--- config.mk ---
export PLATFORM = sky130hd
export DESIGN_NAME = aux_cpu_diag_and_drive_regs
export DESIGN_NICKNAME = d
export VERILOG_FILES = /design/src/aux_diag_pkg.sv /design/src/gen_diag_ctrl.sv /design/src/drive_ctrl.sv /design/src/aux_cpu_diag_and_drive_regs.sv
export SDC_FILE = /design/constraint.sdc
export NUM_CORES = 1
export LEC_CHECK = 0
export BUFFER_PORTS_ARGS = -buffer_cell sky130_fd_sc_hd__buf_2
export CAP_MARGIN = 20
export CELL_PAD_IN_SITES_DETAIL_PLACEMENT = 0
export CELL_PAD_IN_SITES_GLOBAL_PLACEMENT = 1
export CORE_UTILIZATION = 29
export DETAILED_ROUTE_END_ITERATION = 8
export PLACE_DENSITY = 0.71
export SLEW_MARGIN = 40
export SYNTH_ARGS = -nofsm -noshare
export SYNTH_HDL_FRONTEND = slang
export SYNTH_SLANG_ARGS = --single-unit
--- constraint.sdc ---
create_clock -name i_clk -period 1.1 [get_ports i_clk]
set_input_delay 0.055 -clock i_clk [delete_from_list [all_inputs] [get_ports i_clk]]
set_output_delay 0.055 -clock i_clk [all_outputs]
set_load 0.005 [all_outputs]
--- src/aux_diag_pkg.sv ---
// Overview of operation
// - General control is 8-bit write-only, written at port 20H or 21H.
// - General control bits 0-3 and 7 are ignored; only bits 4-6 act.
// - Bits 4-6 drive three diagnostic LEDs as a code; 0 lights an LED.
// - Address inversion flag follows address bit 0: 21H sets, 20H clears.
// - Flag low inverts CPU address line 15, moving private RAM to 8000H.
// - Flag is held low while the auxiliary processor is in reset.
// - Read of port 21H returns the flag in bit 0.
// - Drive status is 8-bit read-only, read at port 40H.
// - Status bits 1:0 echo the last written drive select code.
// - Status bit 2 shows the live track-greater-than-43 line.
// - Status bits 3 and 4 show the active-low motor lines.
// - Status bit 5 shows the side select line; zero for single-sided use.
// - Status bit 6 shows the floppy chip interrupt request.
// - Status bit 7 shows the floppy chip data request.
// - Drive control is 8-bit write-only, written at port 40H.
// - Control bits 1:0 pick drive A-D; exactly one drive selected.
// - Control bit 2 forces drive-ready into the floppy chip.
// - Control bits 3 and 4 turn on the first and second unit motors.
// - Control bit 5 drives the active-low side line; software writes 0 single-sided.
// - Motor, select and side outputs go to drives and to the status.
// - Control bits 7:6 with inner-track form precompensation table address.
// - Inner-track indication is 0 for tracks 0-43, 1 for 44-79.
package aux_diag_pkg;

    ////////////////////////////////////////////////////////////////////////////
    // Port addresses
    localparam logic [7:0] PORT_GEN_CLR    = 8'h20;
    localparam logic [7:0] PORT_GEN_SET    = 8'h21;
    localparam logic [7:0] PORT_DRIVE      = 8'h40;

    ////////////////////////////////////////////////////////////////////////////
    // General control fields
    localparam int         GEN_LED_LSB     = 4;
    localparam int         GEN_LED_MSB     = 6;
    localparam logic [2:0] GEN_LED_RESET   = 3'h7;
    localparam logic       GEN_FLAG_RESET  = 1'b0;
    localparam int         GEN_STS_FLAG    = 0;

    ////////////////////////////////////////////////////////////////////////////
    // Drive control fields
    localparam int         DRV_SEL_LSB     = 0;
    localparam int         DRV_SEL_MSB     = 1;
    localparam int         DRV_READY_BIT   = 2;
    localparam int         DRV_MOTOR0_BIT  = 3;
    localparam int         DRV_MOTOR1_BIT  = 4;
    localparam int         DRV_SIDE_BIT    = 5;
    localparam int         DRV_PC_LSB      = 6;
    localparam int         DRV_PC_MSB      = 7;
    localparam logic [7:0] DRV_CTRL_RESET  = 8'h00;

    ////////////////////////////////////////////////////////////////////////////
    // Drive status fields
    localparam int         STS_SEL_LSB     = 0;
    localparam int         STS_SEL_MSB     = 1;
    localparam int         STS_INNER_BIT   = 2;
    localparam int         STS_MOTOR0_BIT  = 3;
    localparam int         STS_MOTOR1_BIT  = 4;
    localparam int         STS_SIDE_BIT    = 5;
    localparam int         STS_IRQ_BIT     = 6;
    localparam int         STS_DRQ_BIT     = 7;
    localparam logic [7:0] RDATA_RESET     = 8'h00;

    ////////////////////////////////////////////////////////////////////////////
    // Drive select decode
    function automatic logic [3:0] drive_onehot(input logic [1:0] sel);
        drive_onehot = 4'h1 << sel;
    endfunction : drive_onehot

endpackage : aux_diag_pkg

--- src/gen_diag_ctrl.sv ---
`timescale 1ns/1ps
`default_nettype none
module gen_diag_ctrl
    import aux_diag_pkg::*;
(
    input  wire logic       i_clk,
    input  wire logic       i_rst,
    input  wire logic       i_cpu_reset,
    input  wire logic       i_wr_en,
    input  wire logic       i_addr0,
    input  wire logic [7:0] i_wdata,
    output logic      [2:0] o_diag_led_n,
    output logic            o_addr_invert_flag_n
);

    typedef struct packed {
        logic [2:0] led_n;
        logic       flag;
    } gen_state_s;

    gen_state_s state;
    gen_state_s next_state;

    ////////////////////////////////////////////////////////////////////////////
    // Next state
    always_comb begin
        next_state = state;
        if (i_wr_en) begin
            next_state.led_n = i_wdata[GEN_LED_MSB:GEN_LED_LSB];
            next_state.flag  = i_addr0;
        end
        if (i_cpu_reset) begin
            next_state.flag = GEN_FLAG_RESET;
        end
    end

    always_ff @(posedge i_clk) begin
        if (i_rst) begin
            state.led_n <= GEN_LED_RESET;
            state.flag  <= GEN_FLAG_RESET;
        end else begin
            state <= next_state;
        end
    end

    assign o_diag_led_n         = state.led_n;
    assign o_addr_invert_flag_n = state.flag;

endmodule : gen_diag_ctrl
`default_nettype wire

--- src/drive_ctrl.sv ---
`timescale 1ns/1ps
`default_nettype none
module drive_ctrl
    import aux_diag_pkg::*;
(
    input  wire logic       i_clk,
    input  wire logic       i_rst,
    input  wire logic       i_wr_en,
    input  wire logic [7:0] i_wdata,
    output logic      [1:0] o_drive_select,
    output logic            o_force_ready,
    output logic            o_motor0_on_n,
    output logic            o_motor1_on_n,
    output logic            o_side_sel_n,
    output logic      [1:0] o_precomp_code
);

    typedef struct packed {
        logic [7:0] ctrl;
    } drive_state_s;

    drive_state_s state;
    drive_state_s next_state;

    ////////////////////////////////////////////////////////////////////////////
    // Next state
    always_comb begin
        next_state = state;
        if (i_wr_en) begin
            next_state.ctrl = i_wdata;
        end
    end

    always_ff @(posedge i_clk) begin
        if (i_rst) begin
            state.ctrl <= DRV_CTRL_RESET;
        end else begin
            state <= next_state;
        end
    end

    ////////////////////////////////////////////////////////////////////////////
    // Field outputs
    assign o_drive_select = state.ctrl[DRV_SEL_MSB:DRV_SEL_LSB];
    assign o_force_ready  = state.ctrl[DRV_READY_BIT];
    assign o_motor0_on_n  = ~state.ctrl[DRV_MOTOR0_BIT];
    assign o_motor1_on_n  = ~state.ctrl[DRV_MOTOR1_BIT];
    assign o_side_sel_n   = state.ctrl[DRV_SIDE_BIT];
    assign o_precomp_code = state.ctrl[DRV_PC_MSB:DRV_PC_LSB];

endmodule : drive_ctrl
`default_nettype wire

--- src/aux_cpu_diag_and_drive_regs.sv ---
`timescale 1ns/1ps
`default_nettype none
module aux_cpu_diag_and_drive_regs
    import aux_diag_pkg::*;
(
    input  wire logic       i_clk,
    input  wire logic       i_rst,
    input  wire logic       i_cpu_reset,
    input  wire logic [7:0] i_io_addr,
    input  wire logic       i_io_wr,
    input  wire logic       i_io_rd,
    input  wire logic [7:0] i_io_wdata,
    output logic      [7:0] o_io_rdata,
    output logic            o_io_rd_valid,
    input  wire logic       i_cpu_a15,
    output logic            o_mem_a15,
    output logic            o_addr_invert_flag_n,
    output logic            o_diag_led_bit0_n,
    output logic            o_diag_led_bit1_n,
    output logic            o_diag_led_bit2_n,
    input  wire logic       i_inner_track_n,
    input  wire logic       i_fc_irq,
    input  wire logic       i_fc_drq,
    output logic      [1:0] o_drive_select,
    output logic      [3:0] o_drive_sel_onehot,
    output logic            o_force_ready,
    output logic            o_motor0_on_n,
    output logic            o_motor1_on_n,
    output logic            o_side_sel_n,
    output logic      [2:0] o_precomp_addr
);

    typedef struct packed {
        logic [7:0] rdata;
        logic       rd_valid;
    } bus_state_s;

    bus_state_s state;
    bus_state_s next_state;

    logic       gen_wr;
    logic       drive_wr;
    logic [2:0] led_n;
    logic [1:0] precomp_code;
    logic [7:0] drive_status;

    ////////////////////////////////////////////////////////////////////////////
    // Write decode
    always_comb begin
        gen_wr   = 1'b0;
        drive_wr = 1'b0;
        if (i_io_wr && (i_io_addr == PORT_GEN_CLR || i_io_addr == PORT_GEN_SET)) begin
            gen_wr = 1'b1;
        end else if (i_io_wr && i_io_addr == PORT_DRIVE) begin
            drive_wr = 1'b1;
        end
    end

    ////////////////////////////////////////////////////////////////////////////
    // Register blocks
    gen_diag_ctrl u_gen (
        .i_clk                (i_clk),
        .i_rst                (i_rst),
        .i_cpu_reset          (i_cpu_reset),
        .i_wr_en              (gen_wr),
        .i_addr0              (i_io_addr[0]),
        .i_wdata              (i_io_wdata),
        .o_diag_led_n         (led_n),
        .o_addr_invert_flag_n (o_addr_invert_flag_n)
    );

    drive_ctrl u_drive (
        .i_clk          (i_clk),
        .i_rst          (i_rst),
        .i_wr_en        (drive_wr),
        .i_wdata        (i_io_wdata),
        .o_drive_select (o_drive_select),
        .o_force_ready  (o_force_ready),
        .o_motor0_on_n  (o_motor0_on_n),
        .o_motor1_on_n  (o_motor1_on_n),
        .o_side_sel_n   (o_side_sel_n),
        .o_precomp_code (precomp_code)
    );

    ////////////////////////////////////////////////////////////////////////////
    // Outputs to drives, LEDs and memory
    assign o_diag_led_bit0_n  = led_n[0];
    assign o_diag_led_bit1_n  = led_n[1];
    assign o_diag_led_bit2_n  = led_n[2];
    assign o_mem_a15          = i_cpu_a15 ^ ~o_addr_invert_flag_n;
    assign o_drive_sel_onehot = drive_onehot(o_drive_select);
    assign o_precomp_addr     = {~i_inner_track_n, precomp_code};

    ////////////////////////////////////////////////////////////////////////////
    // Drive status assembly
    always_comb begin
        drive_status                            = 8'h00;
        drive_status[STS_SEL_MSB:STS_SEL_LSB]   = o_drive_select;
        drive_status[STS_INNER_BIT]             = i_inner_track_n;
        drive_status[STS_MOTOR0_BIT]            = o_motor0_on_n;
        drive_status[STS_MOTOR1_BIT]            = o_motor1_on_n;
        drive_status[STS_SIDE_BIT]              = o_side_sel_n;
        drive_status[STS_IRQ_BIT]               = i_fc_irq;
        drive_status[STS_DRQ_BIT]               = i_fc_drq;
    end

    ////////////////////////////////////////////////////////////////////////////
    // Read path
    always_comb begin
        next_state          = state;
        next_state.rd_valid = i_io_rd;
        if (i_io_rd) begin
            if (i_io_addr == PORT_GEN_SET) begin
                next_state.rdata               = 8'h00;
                next_state.rdata[GEN_STS_FLAG] = o_addr_invert_flag_n;
            end else if (i_io_addr == PORT_DRIVE) begin
                next_state.rdata = drive_status;
            end else begin
                next_state.rdata = 8'h00;
            end
        end
    end

    always_ff @(posedge i_clk) begin
        if (i_rst) begin
            state.rdata    <= RDATA_RESET;
            state.rd_valid <= 1'b0;
        end else begin
            state <= next_state;
        end
    end

    assign o_io_rdata    = state.rdata;
    assign o_io_rd_valid = state.rd_valid;
endmodule : aux_cpu_diag_and_drive_regs
`default_nettype wire

* Yosys cells after proc, flatten, opt, wreduce, memory -nomap -nowiden
Cells that the tools add are included.
** Storage, ports and cells
- Register bits after elaboration :: 21
- Input bits :: 25
** Cells by class
- Equal/unequal tests :: 3
- Shifts and indexed selects :: 1
- Mux-type cells :: 5
- Bitwise logic cells :: 5
- Reductions and logical operators :: 4
** Operators by type and width (number)
- 8-bit by 6-bit == test with 1-bit output (second input constant) :: 2
- 8-bit 2-to-1 mux :: 2
- 8-bit by 7-bit == test with 1-bit output (second input constant) :: 1
- 1-bit inverter :: 4
- 1-bit by 2-bit << shifter with 4-bit output (first input constant) :: 1
- 1-bit 2-to-1 mux :: 3
- 1-bit logical AND :: 2
- 2-bit OR reduction :: 1
- 1-bit logical OR :: 1
- 1-bit XOR :: 1

* Longest topological paths before layout
Gate-level depths: netlist of run 1.
- Word-level depth :: 4
- Depth in mapped cells :: 4
- Depth with buffers taken out :: 3

* Hierarchy
From an unflattened synthesis of run 1, not the netlist that was laid out.
** Unflattened totals
- Cell total of the unflattened synthesis :: 81
- Area total of the unflattened synthesis :: 863.3 µm²
** By module, submodules not included
- aux_cpu_diag_and_drive_regs :: times used 1, cells each 37, area each 395.4 µm²
- drive_ctrl :: times used 1, cells each 32, area each 322.8 µm²
- gen_diag_ctrl :: times used 1, cells each 12, area each 145.1 µm²

* Least setup slack after synthesis of run 1
Ideal clock, no wire load.
- Path type :: in2reg
- Start :: in i_io_addr[5]
- End :: reg u_drive.state[0] (netlist name)
- Library setup time :: 72 ps
- Data arrival time :: 1001 ps
- Required time :: 1028 ps
- Slack :: 28 ps
- Cell stages on the path :: 4
- Buffers on the path :: 1
- Cell sequence :: nor4b_4 -> and4_1 -> buf_6 -> mux2i_1
** On the way
- Word-level cells in the longest chain between the ends :: 4
- Elaborated cells on any way between the ends :: 8
- Those cells by class :: eq/ne (3); mux (2); reduce/logical (3)
** Ends and longest elaborated chain
- from (decl) :: line aux_cpu_diag_and_drive_regs.sv:9 : input wire logic [7:0] i_io_addr,
- 8-bit by 7-bit == test with 1-bit output / 8-bit by 6-bit == test with 1-bit output (equally long branches) :: line aux_cpu_diag_and_drive_regs.sv:54, aux_cpu_diag_and_drive_regs.sv:52
- 1-bit logical AND / 1-bit logical OR (equally long branches) :: line aux_cpu_diag_and_drive_regs.sv:54, aux_cpu_diag_and_drive_regs.sv:52
- 1-bit 2-to-1 mux / 1-bit logical AND (equally long branches) :: line aux_cpu_diag_and_drive_regs.sv:54, aux_cpu_diag_and_drive_regs.sv:52
- 1-bit 2-to-1 mux * :: line aux_cpu_diag_and_drive_regs.sv:52 : if (i_io_wr && (i_io_addr == PORT_GEN_CLR || i_io_addr == PORT_GEN_SET)) begin
- to (signal assigned) :: line drive_ctrl.sv:38 : state <= next_state;
- to (decl) :: line drive_ctrl.sv:22 : drive_state_s state;
Mark *: on every way between the ends. The rest lies on a longest branch, timed or not.
A chain may end at the register's enable or synchronous reset.

* Final worst setup path of run 1
- Start :: reg u_drive.state[0] (netlist name)
- End :: out o_drive_sel_onehot[3]
** On the way
- Word-level cells in the longest chain between the ends :: 1
** Ends and longest elaborated chain
- 1-bit by 2-bit << shifter with 4-bit output :: line aux_diag_pkg.sv:67 : drive_onehot = 4'h1 << sel;
- to (decl) :: line aux_cpu_diag_and_drive_regs.sv:25 : output logic [3:0] o_drive_sel_onehot,
No other way between the ends.

==> results.json, run 1 <==
{
  "status": "finished, final reports clean",
  "die_w_um": 61.9,
  "period_needed_ns": 1.04,
  "relSlewSlack_pct": 70.4,
  "cts-root-buf": "clkbuf_4",
  "clock_sinks": 21,
  "nets": 188,
  "drc_errors": 0,
  "synth_area_leaders": "dfxtp_1 40%, nand2b_1 14%, mux2i_1 12%",
  "total_leakage_power_nw": 0.584,
  "utilization_pct": 40.8,
  "crit-reg2reg-launch": "u_gen.o_addr_invert_flag_n$_SDFFE_PP0P_",
  "grt_pass1_wl_um": 3570,
  "avgSynthCellArea_um2": 9.37,
  "dp_cells": 203,
  "vdd.ir_drop.worst_v": 0.000426,
  "cts_buffers": 3,
  "crit_start": "u_drive.state[0]$_SDFFE_PP0P_",
  "required_ns": 1.04,
  "drtAntennaViolNets": 0,
  "grt_max_degree": 33,
  "stdcell_count": 208,
  "vias_per_cell": 4.43,
  "worstHoldStart": "i_io_wdata[0]",
  "clock_latency_ns": 0.30,
  "core-area_um2": 3390,
  "yosys.area_share.simple_pct": 35.1,
  "tns_ns": 0,
  "multi_input_area_um2": 552,
  "setup_slack_ns": 0.0558,
  "fin_crit_sh_pct": 94.9,
  "dp_hpwl_um": 1720,
  "finalWirelength_um": 2220,
  "yosys_warnings": 0,
  "tightest_slew_ns": 0.445,
  "synth_compound_area_share_pct": 4.69,
  "worstPathArrival_ns": 0.99,
  "clk_pin_slew_ns": 0.10,
  "worstSetupEndpointType": "output port",
  "area_growth_pct": 33.0,
  "reg2regPathDepth": 3,
  "port_buffers": 51,
  "detail_route.first_pass.iterations": 4,
  "n_antenna_cell": 0,
  "drt_iter0_markers": 20,
  "cts_buffer_depth": 2,
  "start_util_pct": 30.7,
  "cts_tree": "yes",
  "synth_fa_ha_area_share_pct": 0,
  "overflow": 0,
  "slew_violations": 0,
  "p_per_area_nw_per_um2": 912,
  "rrSetupSlack_ns": 0.11,
  "grt_pass1_vias": 815,
  "synth_top_cell_area_share_pct": 40.4,
  "maxCapViolCount": 0,
  "critPathLaunchType": "flip-flop",
  "io_pins": 52,
  "post_cts_buffers": 0,
  "antenna_found_initial": 0,
  "rr_endpoint": "o_io_rdata[0]$_SDFFE_PP0P_",
  "gp_congestion": 0.814,
  "yosysSeqAreaShare_pct": 40.4,
  "path_max_fanout": 6,
  "cts_max_level": 1,
  "hold_viol": 0,
  "synth_largest_area_cell": "dfxtp_1",
  "top_usage_layer": "met2",
  "yosysUniqueCellTypes": 26,
  "gr-usage-all-layers_pct": 12.8,
  "final-setup-viol-count": 0,
  "ff_latch_area_um2": 425,
  "syn-cell-area_um2": 1040,
  "rsz0062_at_grt": "true",
  "grt_util_met1_pct": 15.9,
  "synth_top_family_by_area": "simple AND/OR/NAND/NOR gates",
  "pre_cts_ws_ns": -0.297,
  "die_y_um": 61.9,
  "gr-usage-met3_pct": 2.48,
  "synth_nets": 136,
  "crit_end": "o_drive_sel_onehot[3]",
  "fin_skew_ns": 0.0115,
  "use_met2_pct": 20.9,
  "worstSetupPathType": "reg -> out",
  "fmax_mhz": 958,
  "drive_above_1_share_pct": 42.0,
  "muxShareOfSynthArea_pct": 11.6,
  "rows": 21,
  "synth_xor_area_share_pct": 0.842,
  "vias": 922,
  "fillers": 342,
  "netlist_instances": 111,
  "min_path_type": "in -> reg",
  "wl_per_cell_um": 10.6,
  "die-area_um2": 3830,
  "synth_seq_cells": 21,
  "total_power_mw": 1.26
}
-- critical path, cell delays in order, from the launching register on --
cell and delay, ns:
dfxtp_2 0.34, buf_6 0.12, and2_1 0.12, buf_2 0.12
-- where the power goes --
part / switching, mW / internal, mW
combinational: 0.0663 / 0.0748
sequential: 0.000808 / 0.760
clock: 0.218 / 0.141
-- cell usage in the layout, fill, tap and decap left out, types with 2 or more instances in the layout --
| cell type | count |
|---|---|
| inv_1 | 4 |
| dfxtp_1 | 19 |
| nand4_1 | 7 |
| buf_4 | 4 |
| a21oi_1 | 8 |
| nand2b_1 | 24 |
| nand2_1 | 2 |
| mux2i_1 | 12 |
| buf_2 | 51 |
| nor2_1 | 8 |
| clkbuf_4 | 3 |
| nor2b_1 | 2 |
-- per-layer routing --
| metal | up-vias | wire, um | part of all wire (%) |
|---|---|---|---|
| li1 | 476 | - | - |
| met4 | 0 | 23 | 1.0 |
| met5 | - | 0 | 0 |
| met2 | 27 | 1070 | 48 |
| met3 | 2 | 94 | 4.2 |
| met1 | 417 | 1020 | 46 |
-- flip-flops by register name, summed over array words and instances (netlist names) --
| register | count |
|---|---|
| u_gen.o_addr_invert_flag_n | 1 |
| u_drive.state | 8 |
| o_io_rdata | 8 |
| u_gen.o_diag_led_n | 3 |
| o_io_rd_valid | 1 |
-- logic make-up after synthesis --
logic type | count (synthesis)
xor+xnor | 1
buf+inv | 14
simple gates | 54
flops | 21
compound gates | 9
mux | 12
-- per-stage QoR --
stage               area [um2]  hold slack [ns]
CTS                       1370          0.00716
floorplan                 1040            0.137
global route              1380           0.0122
global placement          1330            0.323
detailed placement        1330            0.330
finish                    1380           0.0197
-- worst min-delay path by stage --
stage / end / slack, ns / depth (start not counted)
floorplan: o_precomp_addr[2] / 0.14 / 1
global placement: u_drive.state[7]$_SDFFE_PP0P_ / 0.32 / 3
detailed placement: u_drive.state[1]$_SDFFE_PP0P_ / 0.33 / 3
CTS: u_drive.state[7]$_SDFFE_PP0P_ / 0.007 / 3
global route: u_drive.state[3]$_SDFFE_PP0P_ / 0.01 / 3
finish: u_drive.state[0]$_SDFFE_PP0P_ / 0.02 / 3
-- synth_stat cells --
cell / n
a21oi_1: 8
and2_1: 1
and3_1: 1
and3b_2: 1
and4_1: 1
and4b_2: 1
and4bb_2: 1
buf_1: 1
buf_4: 4
buf_6: 1
clkbuf_1: 3
clkbuf_2: 1
dfxtp_1: 21
inv_1: 4
mux2i_1: 12
nand2_1: 2
nand2b_1: 24
nand4_1: 7
nor2_1: 8
nor2b_1: 3
nor4_1: 1
nor4_4: 1
nor4b_4: 1
o2111ai_1: 1
or3b_1: 1
xnor2_1: 1
-- cell type report --
class / count / area share [%]
repair buffers: 57 / 22.2
inverters: 4 / 1.09
clock buffers: 4 / 1.90
well taps: 46 / 4.16
flip-flops and latches: 21 / 30.8
multi-input cells: 76 / 39.9
-- what timing repair did --
action,in CTS,in global routing
endpoints found under the setup margin,1,11
hold endpoints to repair,1,0
cloned,0,0
gates resized for setup,1,5
pin swaps,0,0
hold buffers,1,0
No activity file was read; power rests on OpenSTA's default activity.
==> inputs of run 2 (changes only) <==
- RECOVER_POWER: not set -> 100
==> run 2 against run 1 <==
  * Cell area down 1.4%
  * Via count increased by 0.22%
  * Die area unchanged
  * Utilization shrank 0.59 points
==> results.json, run 2 (same netlist as run 1, synthesis figures left out) <==
{
  "cts_tree": "yes",
  "drt_iter0_markers": 19,
  "fin_crit_sh_pct": 94.9,
  "fillers": 352,
  "slowest_delay_ns": 0.34,
  "nets": 188,
  "worstSetupEndpointType": "output port",
  "layout_common_cells": "35 x buf_2, 24 x nand2b_1, 19 x dfxtp_1",
  "overflow": 0,
  "power.switching_uw": 285,
  "die_w_um": 61.9,
  "path_max_fanout": 6,
  "final-setup-viol-count": 0,
  "hold_viol": 0,
  "crit_chain": "buf_6 -> and2_1 -> buf_2",
  "vias_per_cell": 4.44,
  "status": "finished, final reports clean",
  "drc_errors": 0,
  "antenna_found_initial": 0,
  "cts-root-buf": "clkbuf_4",
  "intPower_uw": 975,
  "drtAntennaViolNets": 0,
  "grt_pass1_wl_um": 3570,
  "gr-usage-all-layers_pct": 12.8,
  "port_buffers": 51,
  "p_clk_share_pct": 28.4,
  "tightest_slew_ns": 1.07,
  "vias": 924,
  "drive_above_1_share_pct": 32.1,
  "wl_per_cell_um": 10.8,
  "seqPwrFrac_pct": 60.4,
  "required_ns": 1.04,
  "finalWirelength_um": 2240,
  "worstSetupPathType": "reg -> out",
  "cts_buffers": 3,
  "dp_hpwl_um": 1720,
  "crit_slowest_cell": "dfxtp_2",
  "clock_sinks": 21,
  "multi_input_area_um2": 552,
  "rows": 21,
  "die-area_um2": 3830,
  "area_growth_pct": 31.0,
  "maxCapViolCount": 0,
  "total_leakage_power_nw": 0.527,
  "fin_skew_ns": 0.0111,
  "vdd.ir_drop.worst_v": 0.000426,
  "grt_pass1_vias": 815,
  "stdcell_count": 208,
  "swShare_pct": 22.6,
  "io_pins": 52,
  "combinationalPowerShare_pct": 11.2,
  "detail_route.first_pass.iterations": 4,
  "ff_latch_area_um2": 425,
  "tns_ns": 0,
  "crit_family": "flip-flops",
  "die_y_um": 61.9,
  "period_needed_ns": 1.04,
  "core-area_um2": 3390,
  "rsz0062_at_grt": "true",
  "clock_latency_ns": 0.30,
  "post_cts_buffers": 0,
  "p_per_area_nw_per_um2": 925,
  "layout_commonest_cell": "buf_2",
  "relSlewSlack_pct": 28.5,
  "cts_buffer_depth": 2,
  "holdPathStages": 3,
  "dp_cells": 203,
  "reg2regPathDepth": 3,
  "grt_max_degree": 33,
  "n_antenna_cell": 0,
  "utilization_pct": 40.2,
  "min_path_type": "in -> reg",
  "worstPathArrival_ns": 0.99,
  "gp_congestion": 0.814,
  "critPathLaunchType": "flip-flop",
  "clk_pin_slew_ns": 0.10,
  "critPathBufInv": 2,
  "slew_violations": 0,
  "cp_num_cells": 3,
  "start_util_pct": 30.7,
  "fmax_mhz": 958,
  "cts_max_level": 1
}
run 2: cell types whose count changed in the layout (fill, tap and decap cells not counted):
cell | previous run | this run
buf_2 | 51 | 35
clkbuf_1 | 1 | 17
run 2: stage by stage:
stage | setup slack [ns] | hold slack [ns] | total power, mW | cell area [um2]
2_1_floorplan | 0.0278 | 0.137 | 0.840 | 1040
3_3_place_gp | -0.168 | 0.323 | 0.920 | 1330
3_5_place_dp | -0.297 | 0.330 | 0.922 | 1330
4_1_cts | 0.00598 | 0.00716 | 1.29 | 1370
5_1_grt | -0.0280 | 0.0122 | 1.34 | 1360
6_report | 0.0561 | 0.0199 | 1.26 | 1360
run 2: timing repair:
item,4_1_cts,5_1_grt
hold buffers,1,0
setup endpoints to repair,1,11
endpoints found under the hold margin,1,0
resized for setup,1,5
run 2: cell type report:
class / instances / share of cell area, %
Sequential cell: 21 / 31.2
Inverter: 4 / 1.10
Timing Repair Buffer: 57 / 21.0
Multi-Input combinational cell: 76 / 40.5
Clock buffer: 4 / 1.93
Tap cell: 46 / 4.22
run 2: worst paths after layout:
check / from / endpoint / slack [ns]
worst max register to register: u_gen.o_addr_invert_flag_n$_SDFFE_PP0P_ / o_io_rdata[0]$_SDFFE_PP0P_ / 0.08
worst min register to register: o_io_rdata[0]$_SDFFE_PP0P_ / o_io_rdata[0]$_SDFFE_PP0P_ / 0.48
worst max-delay path: u_drive.state[0]$_SDFFE_PP0P_ / o_drive_sel_onehot[3] / 0.06
worst min-delay path: i_io_wdata[0] / u_drive.state[0]$_SDFFE_PP0P_ / 0.02
run 2: routing by layer:
layer	vias up	part of all wire (%)	global-route usage, %
met4	0	1.0	6.67
met5	-	0	0
met3	2	4.3	2.48
met2	29	48	20.9
li1	476	-	-
met1	417	46	15.9
run 2: worst reg2reg max path, stage by stage, from the launching register on:
cell and delay, ns:
dfxtp_1 0.36, and4b_2 0.25, o2111ai_1 0.18, a21oi_1 0.09
run 2: power by group through the flow:
stage | sequential [mW] | combinational (mW) | clock [mW]
after floorplan | 0.781 | 0.0590 | 0
after global placement | 0.781 | 0.139 | 0
after detailed placement | 0.781 | 0.141 | 0
after CTS | 0.764 | 0.144 | 0.387
after global routing | 0.762 | 0.156 | 0.418
final | 0.761 | 0.141 | 0.358
